[src/rtl/pwel_regs.svh]
/*
 * Register offsets, field positions and reset values of the wake event block.
 * Assumes byte addressing on a 32-bit AXI4-Lite bus; byte address is four times the index.
 */
`ifndef PWEL_REGS_SVH
`define PWEL_REGS_SVH

`define PWEL_IDX_OUT_GATE      8'hC5
`define PWEL_IDX_EVENT_FLAG    8'hC6
`define PWEL_IDX_SRC_STATUS    8'hC7
`define PWEL_IDX_SRC_ENABLE    8'hC8
`define PWEL_ADDR_OUT_GATE     12'h0314
`define PWEL_ADDR_EVENT_FLAG   12'h0318
`define PWEL_ADDR_SRC_STATUS   12'h031C
`define PWEL_ADDR_SRC_ENABLE   12'h0320
`define PWEL_BIT_GATE          0
`define PWEL_BIT_FLAG          0
`define PWEL_BIT_RING_SECOND   1
`define PWEL_BIT_RING_FIRST    2
`define PWEL_BIT_KEYBOARD      3
`define PWEL_BIT_MOUSE         4
`define PWEL_SRC_MASK          8'h1E
`define PWEL_RESET_VALUE       8'h00
`define PWEL_RESP_OKAY         2'h0
`define PWEL_RESP_SLVERR       2'h2

`endif

[src/rtl/pwel_pkg.sv]
/*
 * Types shared by the wake event block.
 * Assumes nothing beyond a SystemVerilog compiler.
 */
package pwel_pkg;
    typedef enum logic [1:0] {
        PWEL_WR_IDLE,
        PWEL_WR_RESP
    } pwel_wr_state_e;
    typedef logic [7:0] pwel_byte_t;
endpackage

[src/rtl/pwel_w1c_bit.sv]
/*
 * One sticky status bit: set by a hardware event, cleared by writing 1.
 * Assumes synchronous active-low reset on the standby supply.
 */
module pwel_w1c_bit (
    input  wire logic clk_sys,
    input  wire logic reset_n,
    input  wire logic set_event,
    input  wire logic clear_write,
    output logic      flag_reg
);
    logic flag_next;

    // set wins over a clear in the same cycle
    assign flag_next = set_event | (flag_reg & ~clear_write);

    always_ff @(posedge clk_sys) begin
        if (!reset_n) begin
            flag_reg <= 1'b0;
        end else begin
            flag_reg <= flag_next;
        end
    end
endmodule // pwel_w1c_bit

[src/rtl/pwel_wake_event.sv]
/*
 * Wake event logic: four wake sources, sticky status, per-source enables,
 * a global output gate and an active-low wake request, on an AXI4-Lite slave.
 * Assumes wake inputs synchronous to clk_sys, high for an event; reset_n is
 * the standby-supply power-on reset only, so main-supply resets never reach it.
 */
`include "pwel_regs.svh"

// Behaviour
// global flag sets whenever a request would be raised, gate or no gate.
// global flag is zero after standby power-on, kept through other resets.
// writing 1 clears the global flag and releases the request.
// writing 0 to the global flag changes nothing.
// source status shows each source's activity regardless of any enable.
// status bits: 1 ring second, 2 ring first, 3 keyboard, 4 mouse.
// source status is zero after standby power-on, kept through other resets.
// writing 1 to a low status bit clears it.
// writing 0 to a status bit leaves it unchanged.
// enabled source event with gate on asserts the request.
// disabled source event is recorded but never asserts the request.
// enable register is zero after standby power-on, kept through other resets.
// control bit 0 is the output gate, default 0 blocks the request.
// request low while global flag set and gate on, released otherwise.
// enabled source event sets global flag; reserved bits read zero.
module pwel_wake_event (
    input  wire logic        clk_sys,
    input  wire logic        reset_n,
    input  wire logic        ring_indicate_first,
    input  wire logic        ring_indicate_second,
    input  wire logic        keyboard_wake,
    input  wire logic        mouse_wake,
    output logic             wake_request_n,
    input  wire logic [11:0] s_axi_awaddr,
    input  wire logic        s_axi_awvalid,
    output logic             s_axi_awready,
    input  wire logic [31:0] s_axi_wdata,
    input  wire logic [3:0]  s_axi_wstrb,
    input  wire logic        s_axi_wvalid,
    output logic             s_axi_wready,
    output logic [1:0]       s_axi_bresp,
    output logic             s_axi_bvalid,
    input  wire logic        s_axi_bready,
    input  wire logic [11:0] s_axi_araddr,
    input  wire logic        s_axi_arvalid,
    output logic             s_axi_arready,
    output logic [31:0]      s_axi_rdata,
    output logic [1:0]       s_axi_rresp,
    output logic             s_axi_rvalid,
    input  wire logic        s_axi_rready
);

    ////////////////////////////////////////////////////////////////////////////
    // write channel: capture address and data in either order

    logic                   aw_held_reg;
    logic                   w_held_reg;
    logic [11:0]            aw_addr_reg;
    logic [7:0]             w_data_reg;
    logic                   w_lane0_reg;
    pwel_pkg::pwel_wr_state_e wr_state_reg;
    logic                   wr_fire;
    logic                   wr_mapped;
    logic                   wr_gate_hit;
    logic                   wr_flag_hit;
    logic                   wr_status_hit;
    logic                   wr_enable_hit;

    assign s_axi_awready = !aw_held_reg && (wr_state_reg == pwel_pkg::PWEL_WR_IDLE);
    assign s_axi_wready  = !w_held_reg && (wr_state_reg == pwel_pkg::PWEL_WR_IDLE);
    assign wr_fire       = aw_held_reg && w_held_reg;
    assign wr_gate_hit   = wr_fire && w_lane0_reg && (aw_addr_reg == `PWEL_ADDR_OUT_GATE);
    assign wr_flag_hit   = wr_fire && w_lane0_reg && (aw_addr_reg == `PWEL_ADDR_EVENT_FLAG);
    assign wr_status_hit = wr_fire && w_lane0_reg && (aw_addr_reg == `PWEL_ADDR_SRC_STATUS);
    assign wr_enable_hit = wr_fire && w_lane0_reg && (aw_addr_reg == `PWEL_ADDR_SRC_ENABLE);
    assign wr_mapped     = (aw_addr_reg == `PWEL_ADDR_OUT_GATE)
                        || (aw_addr_reg == `PWEL_ADDR_EVENT_FLAG)
                        || (aw_addr_reg == `PWEL_ADDR_SRC_STATUS)
                        || (aw_addr_reg == `PWEL_ADDR_SRC_ENABLE);

    always_ff @(posedge clk_sys) begin
        if (!reset_n) begin
            aw_held_reg  <= 1'b0;
            w_held_reg   <= 1'b0;
            aw_addr_reg  <= 12'h0000;
            w_data_reg   <= `PWEL_RESET_VALUE;
            w_lane0_reg  <= 1'b0;
            wr_state_reg <= pwel_pkg::PWEL_WR_IDLE;
            s_axi_bvalid <= 1'b0;
            s_axi_bresp  <= `PWEL_RESP_OKAY;
        end else begin
            case (wr_state_reg)
                pwel_pkg::PWEL_WR_IDLE: begin
                    if (s_axi_awvalid && s_axi_awready) begin
                        aw_held_reg <= 1'b1;
                        aw_addr_reg <= {s_axi_awaddr[11:2], 2'b00};
                    end
                    if (s_axi_wvalid && s_axi_wready) begin
                        w_held_reg  <= 1'b1;
                        w_data_reg  <= s_axi_wdata[7:0];
                        w_lane0_reg <= s_axi_wstrb[0];
                    end
                    if (wr_fire) begin
                        aw_held_reg  <= 1'b0;
                        w_held_reg   <= 1'b0;
                        s_axi_bvalid <= 1'b1;
                        s_axi_bresp  <= wr_mapped ? `PWEL_RESP_OKAY : `PWEL_RESP_SLVERR;
                        wr_state_reg <= pwel_pkg::PWEL_WR_RESP;
                    end
                end
                pwel_pkg::PWEL_WR_RESP: begin
                    if (s_axi_bready) begin
                        s_axi_bvalid <= 1'b0;
                        wr_state_reg <= pwel_pkg::PWEL_WR_IDLE;
                    end
                end
                default: begin
                    wr_state_reg <= pwel_pkg::PWEL_WR_IDLE;
                end
            endcase
        end
    end

    ////////////////////////////////////////////////////////////////////////////
    // wake registers; reset_n is the standby-supply reset only

    logic       wake_output_gate_reg;
    logic [7:0] wake_source_enable_reg;
    logic [7:0] wake_source_status;
    logic [7:0] wake_source_event;
    logic [7:0] status_clear;
    logic       wake_event_flag;
    logic       flag_set;
    logic       flag_clear;


    assign wake_source_event = {3'b000, mouse_wake, keyboard_wake,
                                ring_indicate_first, ring_indicate_second, 1'b0};

    assign status_clear = wr_status_hit ? (w_data_reg & `PWEL_SRC_MASK) : 8'h00;

    assign flag_set     = |(wake_source_event & wake_source_enable_reg);

    assign flag_clear   = wr_flag_hit && w_data_reg[`PWEL_BIT_FLAG];

    always_ff @(posedge clk_sys) begin
        if (!reset_n) begin
            wake_output_gate_reg   <= 1'b0;
            wake_source_enable_reg <= `PWEL_RESET_VALUE;
        end else begin
            if (wr_gate_hit) begin
                wake_output_gate_reg <= w_data_reg[`PWEL_BIT_GATE];
            end
            if (wr_enable_hit) begin
                wake_source_enable_reg <= w_data_reg & `PWEL_SRC_MASK;
            end
        end
    end

    // sticky source bits
    genvar gi;
    generate
        for (gi = 0; gi < 8; gi++) begin : g_status
            if (((`PWEL_SRC_MASK >> gi) & 1) != 0) begin : g_live
                pwel_w1c_bit u_bit (
                    .clk_sys     (clk_sys),
                    .reset_n     (reset_n),
                    .set_event   (wake_source_event[gi]),
                    .clear_write (status_clear[gi]),
                    .flag_reg    (wake_source_status[gi])
                );
            end else begin : g_rsvd
                assign wake_source_status[gi] = 1'b0;
            end
        end
    endgenerate

    // global flag
    pwel_w1c_bit u_flag (
        .clk_sys     (clk_sys),
        .reset_n     (reset_n),
        .set_event   (flag_set),
        .clear_write (flag_clear),
        .flag_reg    (wake_event_flag)
    );


    assign wake_request_n = ~(wake_event_flag & wake_output_gate_reg);

    ////////////////////////////////////////////////////////////////////////////
    // read channel

    logic [11:0] rd_addr;
    logic [7:0]  rd_byte;
    logic        rd_mapped;

    assign rd_addr   = {s_axi_araddr[11:2], 2'b00};
    assign rd_mapped = (rd_addr == `PWEL_ADDR_OUT_GATE)
                    || (rd_addr == `PWEL_ADDR_EVENT_FLAG)
                    || (rd_addr == `PWEL_ADDR_SRC_STATUS)
                    || (rd_addr == `PWEL_ADDR_SRC_ENABLE);
    assign rd_byte   = (rd_addr == `PWEL_ADDR_OUT_GATE)   ? {7'h00, wake_output_gate_reg} :
                       (rd_addr == `PWEL_ADDR_EVENT_FLAG) ? {7'h00, wake_event_flag} :
                       (rd_addr == `PWEL_ADDR_SRC_STATUS) ? wake_source_status :
                       (rd_addr == `PWEL_ADDR_SRC_ENABLE) ? wake_source_enable_reg : 8'h00;
    assign s_axi_arready = !s_axi_rvalid;

    always_ff @(posedge clk_sys) begin
        if (!reset_n) begin
            s_axi_rvalid <= 1'b0;
            s_axi_rdata  <= 32'h0000_0000;
            s_axi_rresp  <= `PWEL_RESP_OKAY;
        end else if (s_axi_arvalid && s_axi_arready) begin
            s_axi_rvalid <= 1'b1;
            s_axi_rdata  <= {24'h00_0000, rd_byte};
            s_axi_rresp  <= rd_mapped ? `PWEL_RESP_OKAY : `PWEL_RESP_SLVERR;
        end else if (s_axi_rready) begin
            s_axi_rvalid <= 1'b0;
        end
    end
endmodule // pwel_wake_event

[config.mk]
export PLATFORM = sky130hd
export DESIGN_NAME = pwel_wake_event
export DESIGN_NICKNAME = d
export VERILOG_FILES = /design/src/rtl/pwel_pkg.sv /design/src/rtl/pwel_w1c_bit.sv /design/src/rtl/pwel_wake_event.sv
export VERILOG_INCLUDE_DIRS = /design/src /design/src/rtl
export SDC_FILE = /design/constraint.sdc
export NUM_CORES = 1
export LEC_CHECK = 0
export CORE_MARGIN = 5
export CORE_UTILIZATION = 30
export DETAILED_ROUTE_END_ITERATION = 8
export DONT_BUFFER_PORTS = 1
export MAX_ROUTING_LAYER = met4
export PLACE_DENSITY = 0.52
export SLEW_MARGIN = 20
export SYNTH_ARGS = -nofsm -noshare
export SYNTH_HDL_FRONTEND = slang
export SYNTH_SLANG_ARGS = --single-unit
[constraint.sdc]
create_clock -name clk_sys -period 2.3 [get_ports clk_sys]
set_clock_uncertainty 0.05 [all_clocks]
set_input_delay 0.46 -clock clk_sys [delete_from_list [all_inputs] [get_ports clk_sys]]
set_output_delay 0.46 -clock clk_sys [all_outputs]
set_load 0.02 [all_outputs]
# == After elaboration in Yosys (flattened, before gate mapping) ==
# Index checks and enable logic that the tools add are counted.
# op_classes
mul,0
n_div,0
n_lt_le_gt_ge,0
n_reduce_logical,34
shifts,0
n_bitwise,18
muxes,19
addsub,0
eq_ne,11
# ops
op,count
$eq A10 B8 Y1 const B,8
$mux W5,5
$logic_and A1 B1 Y1,12
$reduce_and A2 Y1,6
$mux W1,8
$mux W2,4
$reduce_bool A2 Y1,4
$reduce_or A8 Y1,1
$and A1 B1 Y1,6
$logic_or A1 B1 Y1,6
$not A1 Y1,6
$and A5 B5 Y5,1
$or A1 B1 Y1,5
$ne A2 B2 Y1 const B,2
$pmux W2 S2,1
$logic_not A1 Y1,3
$reduce_and A3 Y1,1
$eq A2 B1 Y1 const B,1
$logic_not A2 Y1,1
$pmux W1 S2,1
# totals
out_inout_bits,42
inputBits,71
mem_bits_ro,0
latchBits,0
mem_bits_rw,0
regBits,44
mem_count,0
elab_cells,100

# == Logic depth before layout (Yosys ltp) ==
# Gate-level depths: netlist (run 1).
# logic_depth
depth_word,7
depth_mapped,4
depth_no_buf,3

# == By module ==
# A second synthesis (run 1) with hierarchy kept.
# unflattened
cells_unflattened,206
hier_area_um2,1874.3
# by_module_without_submodules
module,cells_per_inst,area_each_um2,n_inst,seq_area_each_um2
pwel_wake_event,191,1667.8,1,640.6
pwel_w1c_bit,3,41.3,5,20.0

# == Worst setup path after synthesis (run 1) ==
# OpenSTA, ideal clock, no wires.
# synth_timing
path_kind,register to register
startpoint,register aw_addr_reg[11]
endpoint,register wake_source_enable_reg[1]
path_stages_with_launch,4
t_arrival_ps,1463
setup_slack_ps,715
t_required_ps,2178
period_less_slack_ps,1585
setup_time_ps,72
n_path_buf,0
cell_sequence,dfxtp_1 or4b_4 nor4_4 mux2i_1
# synth_via
elab_chain_cells,2
# synth_rtl
item,line_no,rtl
from (decl),pwel_wake_event.sv:57,logic [11:0] aw_addr_reg;
from (signal assigned),pwel_wake_event.sv:95,"aw_addr_reg <= {s_axi_awaddr[11:2], 2'b00};"
$eq A10 B8 Y1 (no source line),-,
$logic_and A1 B1 Y1,pwel_wake_event.sv:74,assign wr_enable_hit = wr_fire && w_lane0_reg && (aw_addr_reg == `PWEL_ADDR_SRC_ENABLE);
to (signal assigned),pwel_wake_event.sv:148,wake_source_enable_reg <= `PWEL_RESET_VALUE;
to (signal assigned),pwel_wake_event.sv:154,wake_source_enable_reg <= w_data_reg & `PWEL_SRC_MASK;
to (decl),pwel_wake_event.sv:127,logic [7:0] wake_source_enable_reg;
# Every way passes these cells.
# A chain may end at the register's enable or synchronous reset.

# == Worst setup path in the final report (run 1) ==
# layout_timing
startpoint,register aw_addr_reg[2]
endpoint,register wake_source_enable_reg[2]
# Same word-level chain as after synthesis.

==> flow_summary.json, run 1 <==
{
  "max_stage_delay_ps": 600,
  "clock_sinks": 37,
  "fin_hold_ws_ps": 244,
  "detailedRoute.firstIterationViolations": 34,
  "grt_util_met2_pct": 14.9,
  "start_util_pct": 30.9,
  "area_fraction_of_the_dominant_cell_type_after_synthesis_pct": 40.2,
  "synthesis.yosys.warnings": 0,
  "most_common_flop_cell_mapped_by_yosys": "dfxtp_1",
  "cts_resized": 0,
  "syn2layout_area_growth_pct": 3.87,
  "grt_pass1_vias": 1197,
  "hold_viol": 0,
  "synth_top_cells_by_area": "dfxtp_1 40%, buf_4 12%, mux2i_1 11%",
  "postcts_setup_bufs": 0,
  "power.total_w": 0.00130,
  "crit_chain": "or4b_1 > nor4_4 > mux2i_1",
  "rsz0062_at_grt": "no",
  "powerDensity_nw_per_um2": 678,
  "wirelength_um": 3790,
  "tritoncts.num_buffers": 5,
  "arrival_ps": 1870,
  "cts_hold_repair.buffers": 0,
  "die_height_um": 88.3,
  "detail_route.drc_violations": 0,
  "drive_above_1_share_pct": 7.58,
  "synthCells": 193,
  "finish.net_count": 268,
  "drv_slew": 0,
  "max-cap-violations": 0,
  "first_pass_grt_wire_length_um": 5870,
  "port_buffers": 0,
  "synthTopCellsByCount": "37 x dfxtp_1, 29 x buf_4, 21 x mux2i_1, 18 x nor2b_1, 12 x nand2_1",
  "clock_insertion_delay_worst_skew_ps": 280,
  "dp.final_hpwl_um": 2980,
  "met1_demand_to_capacity_share_in_global_routing_pct": 13.1,
  "cp_slowest_cell": "or4b_1",
  "fin_crit_ps": 1710,
  "grt.busiest_layer": "met2",
  "timing.final.crit_share_pct": 74.4,
  "number_of_flops_mapped_to_enable_cells_by_yosys": 0,
  "yosysMostFrequentCell": "dfxtp_1",
  "clock_tree_from_tritoncts": "built",
  "cts_root_buf": "clkbuf_8",
  "finalWeightedCongestion": 0.672,
  "largest_reg_flops": 10,
  "boundaryPins": 113,
  "grt_overflow": 0,
  "cts_max_level": 2,
  "antenna_violating_nets_post_route": 0,
  "worst_setup_hold_path_clk_slew_ps": 80,
  "setup_tns_ps": 0,
  "max_freq_mhz": 585,
  "leakagePower_nw": 0.727,
  "postSynthRegisterBits": 37,
  "crit_path_end_kind": "flop",
  "groute.layer.met3.usage_pct": 2.98,
  "routed_wire_length_per_instance_um": 13.9,
  "die_area_um2": 7800,
  "synth.cell_area_um2": 1840,
  "fillCellCount": 622,
  "ys_seq_area_share_pct": 40.2,
  "core-area_um2": 5960,
  "async_flop_share_pct": 0,
  "irDropWorstVdd_uv": 202,
  "clockBufferDepth": 2,
  "timing.critical_path.fanout_max": 6,
  "setup_viol": 0,
  "track_usage_pct": 10.1,
  "cp-start-kind": "flop",
  "dr_total_vias": 1238,
  "std_cell_rows": 28,
  "crit_type": "reg -> reg",
  "worstHoldPathType": "in -> reg",
  "grt_max_degree": 40,
  "antenna_found_initial": 0,
  "synth_cell_type_count": 39,
  "post_synth.cell_area_avg_um2": 9.54,
  "worst_ep_required_time_ps": 2460,
  "drt_first_pass_iters": 4,
  "status": "completed",
  "vias_per_cell": 4.53,
  "cell_type_contributing_the_most_total_cell_area_after_synthesis": "dfxtp_1",
  "n_diodes": 0,
  "floorplan.die.width_um": 88.3
}
==> cell type report <==
cell class	instances	area, um2	share of cell area [%]
flip-flops and latches	37	741	38.7
clock buffers	6	72.6	3.80
clock inverters	2	10.0	0.524
well taps	75	93.8	4.91
multi-input cells	144	950	49.7
inverters	6	22.5	1.18
repair buffers	3	22.5	1.18
==> worst max-delay path: cells and delay by family, from the launching register on <==
kind / cells / cell delay (ps)
DFF: 1 / 350
muxes: 1 / 220
and+or+nand+nor: 2 / 1020
==> metrics by stage <==
stage / instance area, um2 / std cells / util, % / worst slack (ps)
after floorplan: 1950 / 221 / - / 715
after global routing: 1910 / 273 / 32.1 / 472
final: 1910 / 273 / 32.1 / 589
after CTS: 1910 / 273 / 32.1 / 552
after detailed placement: 1830 / 265 / 30.7 / 580
after global placement: 1830 / 265 / 30.7 / 609
==> cells by family (layout without fill, tap and decap cells) <==
group / count (synthesis) / after routing / share of synthesized area [%]
muxes: 21 / 21 / 11.4
AOI/OAI and AO/OA: 32 / 32 / 12.1
DFF: 37 / 37 / 40.2
other: 1 / 29 / 0.204
and+or+nand+nor: 62 / 62 / 21.9
buffers and inverters: 40 / 17 / 14.1
==> where the power goes <==
| group | total (W) | switching, W | leakage [nW] | internal [W] |
|---|---|---|---|---|
| clock | 0.000434 | 0.000224 | 0.0450 | 0.000210 |
| combinational | 0.000157 | 0.0000986 | 0.379 | 0.0000581 |
| sequential | 0.000706 | 0.0000325 | 0.303 | 0.000673 |
==> path summary, 6_finish.rpt <==
path	startpoint	end	slack [ps]	cells after the start
max reg2reg	aw_addr_reg[2]	wake_source_enable_reg[2]	590	3
min	reset_n	s_axi_bvalid	240	1
min reg2reg	w_data_reg[3]	g_status[3].g_live.u_bit.flag_reg	420	1
max	aw_addr_reg[2]	wake_source_enable_reg[2]	590	3
==> metal layers <==
metal	share of wire, %	vias to the layer above
met1	45	546
met4	1.2	0
met3	10	5
met2	43	56
met5	0	-
li1	-	631
==> cells in the final DEF (no fill, tap or decap), types with 3 or more instances in the layout <==
cell	n
a22oi_1	4
conb_1	29
nor4_1	3
nor2_1	7
inv_1	6
clkbuf_8	5
mux2i_1	21
nand2b_1	3
o21ai_0	7
nand2_1	12
buf_4	3
nor2b_1	18
a31oi_1	6
o2bb2ai_1	5
dfxtp_1	37
Power figures use the tool's default switching activity.
==> run 2: changes to the inputs <==
PLACE_DENSITY = 0.53   (was 0.52)
clock period = 1.5 ns   (was 2.3 ns; I/O delays follow)
==> flow_summary.json, run 2 (synthesis results as in run 1) <==
{
  "core-area_um2": 5960,
  "powerDensity_nw_per_um2": 1010,
  "detailedPlace.worstSlack_ps": -111,
  "crit_path_end_kind": "flop",
  "dpl_cell_area_um2": 1920,
  "power_switching_share_pct": 26.2,
  "antenna_found_initial": 0,
  "clock_power_share_pct": 33.9,
  "hold_viol": 0,
  "detail_route.drc_violations": 0,
  "drt_first_pass_iters": 4,
  "grt_overflow": 0,
  "postLayoutCellArea_um2": 2010,
  "std_cell_rows": 28,
  "max_freq_mhz": 627,
  "boundaryPins": 113,
  "die_height_um": 88.3,
  "comb_power_share_pct": 13.4,
  "vias_per_cell": 4.55,
  "fin_crit_ps": 1590,
  "worstHoldPathType": "in -> reg",
  "wirelength_um": 3940,
  "crit_type": "reg -> reg",
  "first_pass_grt_wire_length_um": 6130,
  "whs_path_depth": 1,
  "hold-path-endpoint": "s_axi_bvalid",
  "die_area_um2": 7800,
  "switchingPower_w": 0.000536,
  "drv_slew": 0,
  "layout_commonest_cell": "dfxtp_1",
  "antenna_violating_nets_post_route": 0,
  "cell_internal_pwr_w": 0.00151,
  "violations_in_the_final_reports": "negative setup slack",
  "tritoncts.num_buffers": 5,
  "seq_power_share_pct": 52.7,
  "start_util_pct": 30.9,
  "clock_sinks": 37,
  "routed_wire_length_per_instance_um": 14.0,
  "dr_total_vias": 1283,
  "max-cap-violations": 0,
  "cts_root_buf": "clkbuf_8",
  "arrival_ps": 1760,
  "worstHoldStart": "reset_n",
  "dp.final_hpwl_um": 3020,
  "largest_reg_flops": 10,
  "leakagePower_nw": 0.795,
  "reg2reg_depth": 4,
  "clock_insertion_delay_worst_skew_ps": 280,
  "finish.net_count": 278,
  "cts_max_level": 2,
  "fin_ws_ps": -94.2,
  "grt_max_degree": 40,
  "cp-start-kind": "flop",
  "crit-reg2reg-capture": "wake_source_enable_reg[3]",
  "grt_pass1_vias": 1287,
  "timing.reg2reg.setup_slack_ps": -90,
  "syn2layout_area_growth_pct": 9.31,
  "finalWeightedCongestion": 0.754,
  "port_buffers": 0,
  "detailedRoute.firstIterationViolations": 43,
  "worst_setup_hold_path_clk_slew_ps": 70,
  "timing.final.crit_share_pct": 106,
  "final_cell_mix": "35 x dfxtp_1, 29 x conb_1, 21 x mux2i_1, 18 x nor2b_1, 13 x buf_4",
  "clock_tree_from_tritoncts": "built",
  "n_diodes": 0,
  "worst_ep_required_time_ps": 1670,
  "timing.critical_path.fanout_max": 4,
  "irDropWorstVdd_uv": 468,
  "clockBufferDepth": 2,
  "track_usage_pct": 10.6,
  "rsz0062_at_grt": "yes",
  "finish.utilization_pct": 33.8,
  "critical_path.reg2reg.startpoint": "aw_addr_reg[4]",
  "status": "complete, but fails checks",
  "floorplan.die.width_um": 88.3,
  "setup_viol": 9,
  "drive_above_1_share_pct": 13.5
}
run 2: cell types whose count changed in the layout (fill, tap and decap cells not counted), moves of 2 or more:
cell / change
dfxtp_2: +2
clkinv_2: -2
buf_4: +10
dfxtp_1: -2
run 2: power by group through the flow:
stage	sequential, W	combinational [W]	clock (W)
6_report	0.00108	0.000274	0.000692
3_5_place_dp	0.00110	0.000272	0
2_1_floorplan	0.00109	0.000285	0
3_3_place_gp	0.00110	0.000269	0
4_1_cts	0.00108	0.000273	0.000726
5_1_grt	0.00108	0.000302	0.000771
run 2: timing repair:
item,in CTS,in global routing
pin swaps,2,1
hold buffers,0,0
gates cloned,0,0
gates resized for setup,0,1
endpoints found under the setup margin,9,10
setup buffers,0,1
run 2: worst max-delay path by stage:
| stage | startpoint | to |
|---|---|---|
| floorplan | aw_addr_reg[4] | wake_source_enable_reg[1] |
| global placement | aw_addr_reg[11] | wake_source_enable_reg[1] |
| detailed placement | aw_addr_reg[11] | wake_source_enable_reg[3] |
| CTS | aw_addr_reg[7] | wake_source_enable_reg[3] |
| global route | aw_addr_reg[11] | wake_source_enable_reg[2] |
| finish | aw_addr_reg[4] | wake_source_enable_reg[3] |
run 2: stage by stage:
| step | power [W] | instances | hold slack, ps | TNS [ps] |
|---|---|---|---|---|
| 2_1_floorplan | 0.00138 | 221 | 386 | -303 |
| 3_3_place_gp | 0.00137 | 274 | 375 | -686 |
| 3_5_place_dp | 0.00137 | 274 | 378 | -839 |
| 4_1_cts | 0.00208 | 281 | 77.9 | -601 |
| 5_1_grt | 0.00216 | 282 | 76.5 | -1640 |
| 6_report | 0.00204 | 282 | 86.5 | -756 |
run 2: final cells by class:
| class | instances | area, um2 |
|---|---|---|
| fill | 639 | 3940 |
| multi-input combinational | 144 | 968 |
| sequential | 37 | 743 |
| timing repair buffer | 13 | 97.6 |
| tap | 75 | 93.8 |
| clock buffer | 7 | 86.3 |
| inverter | 6 | 22.5 |
run 2: layer usage:
metal / track usage, % / up-vias / wire length, um
li1: - / 648 / -
met1: 13.0 / 570 / 1730
met2: 15.8 / 57 / 1770
met3: 3.45 / 8 / 380
met4: 4.95 / 0 / 63
met5: - / - / 0
run 2: worst max-delay path, cell delays in order (launching register included):
cell and delay [ps]:
dfxtp_2 320, or4b_4 550, nor4_4 250, buf_4 180, mux2i_1 170
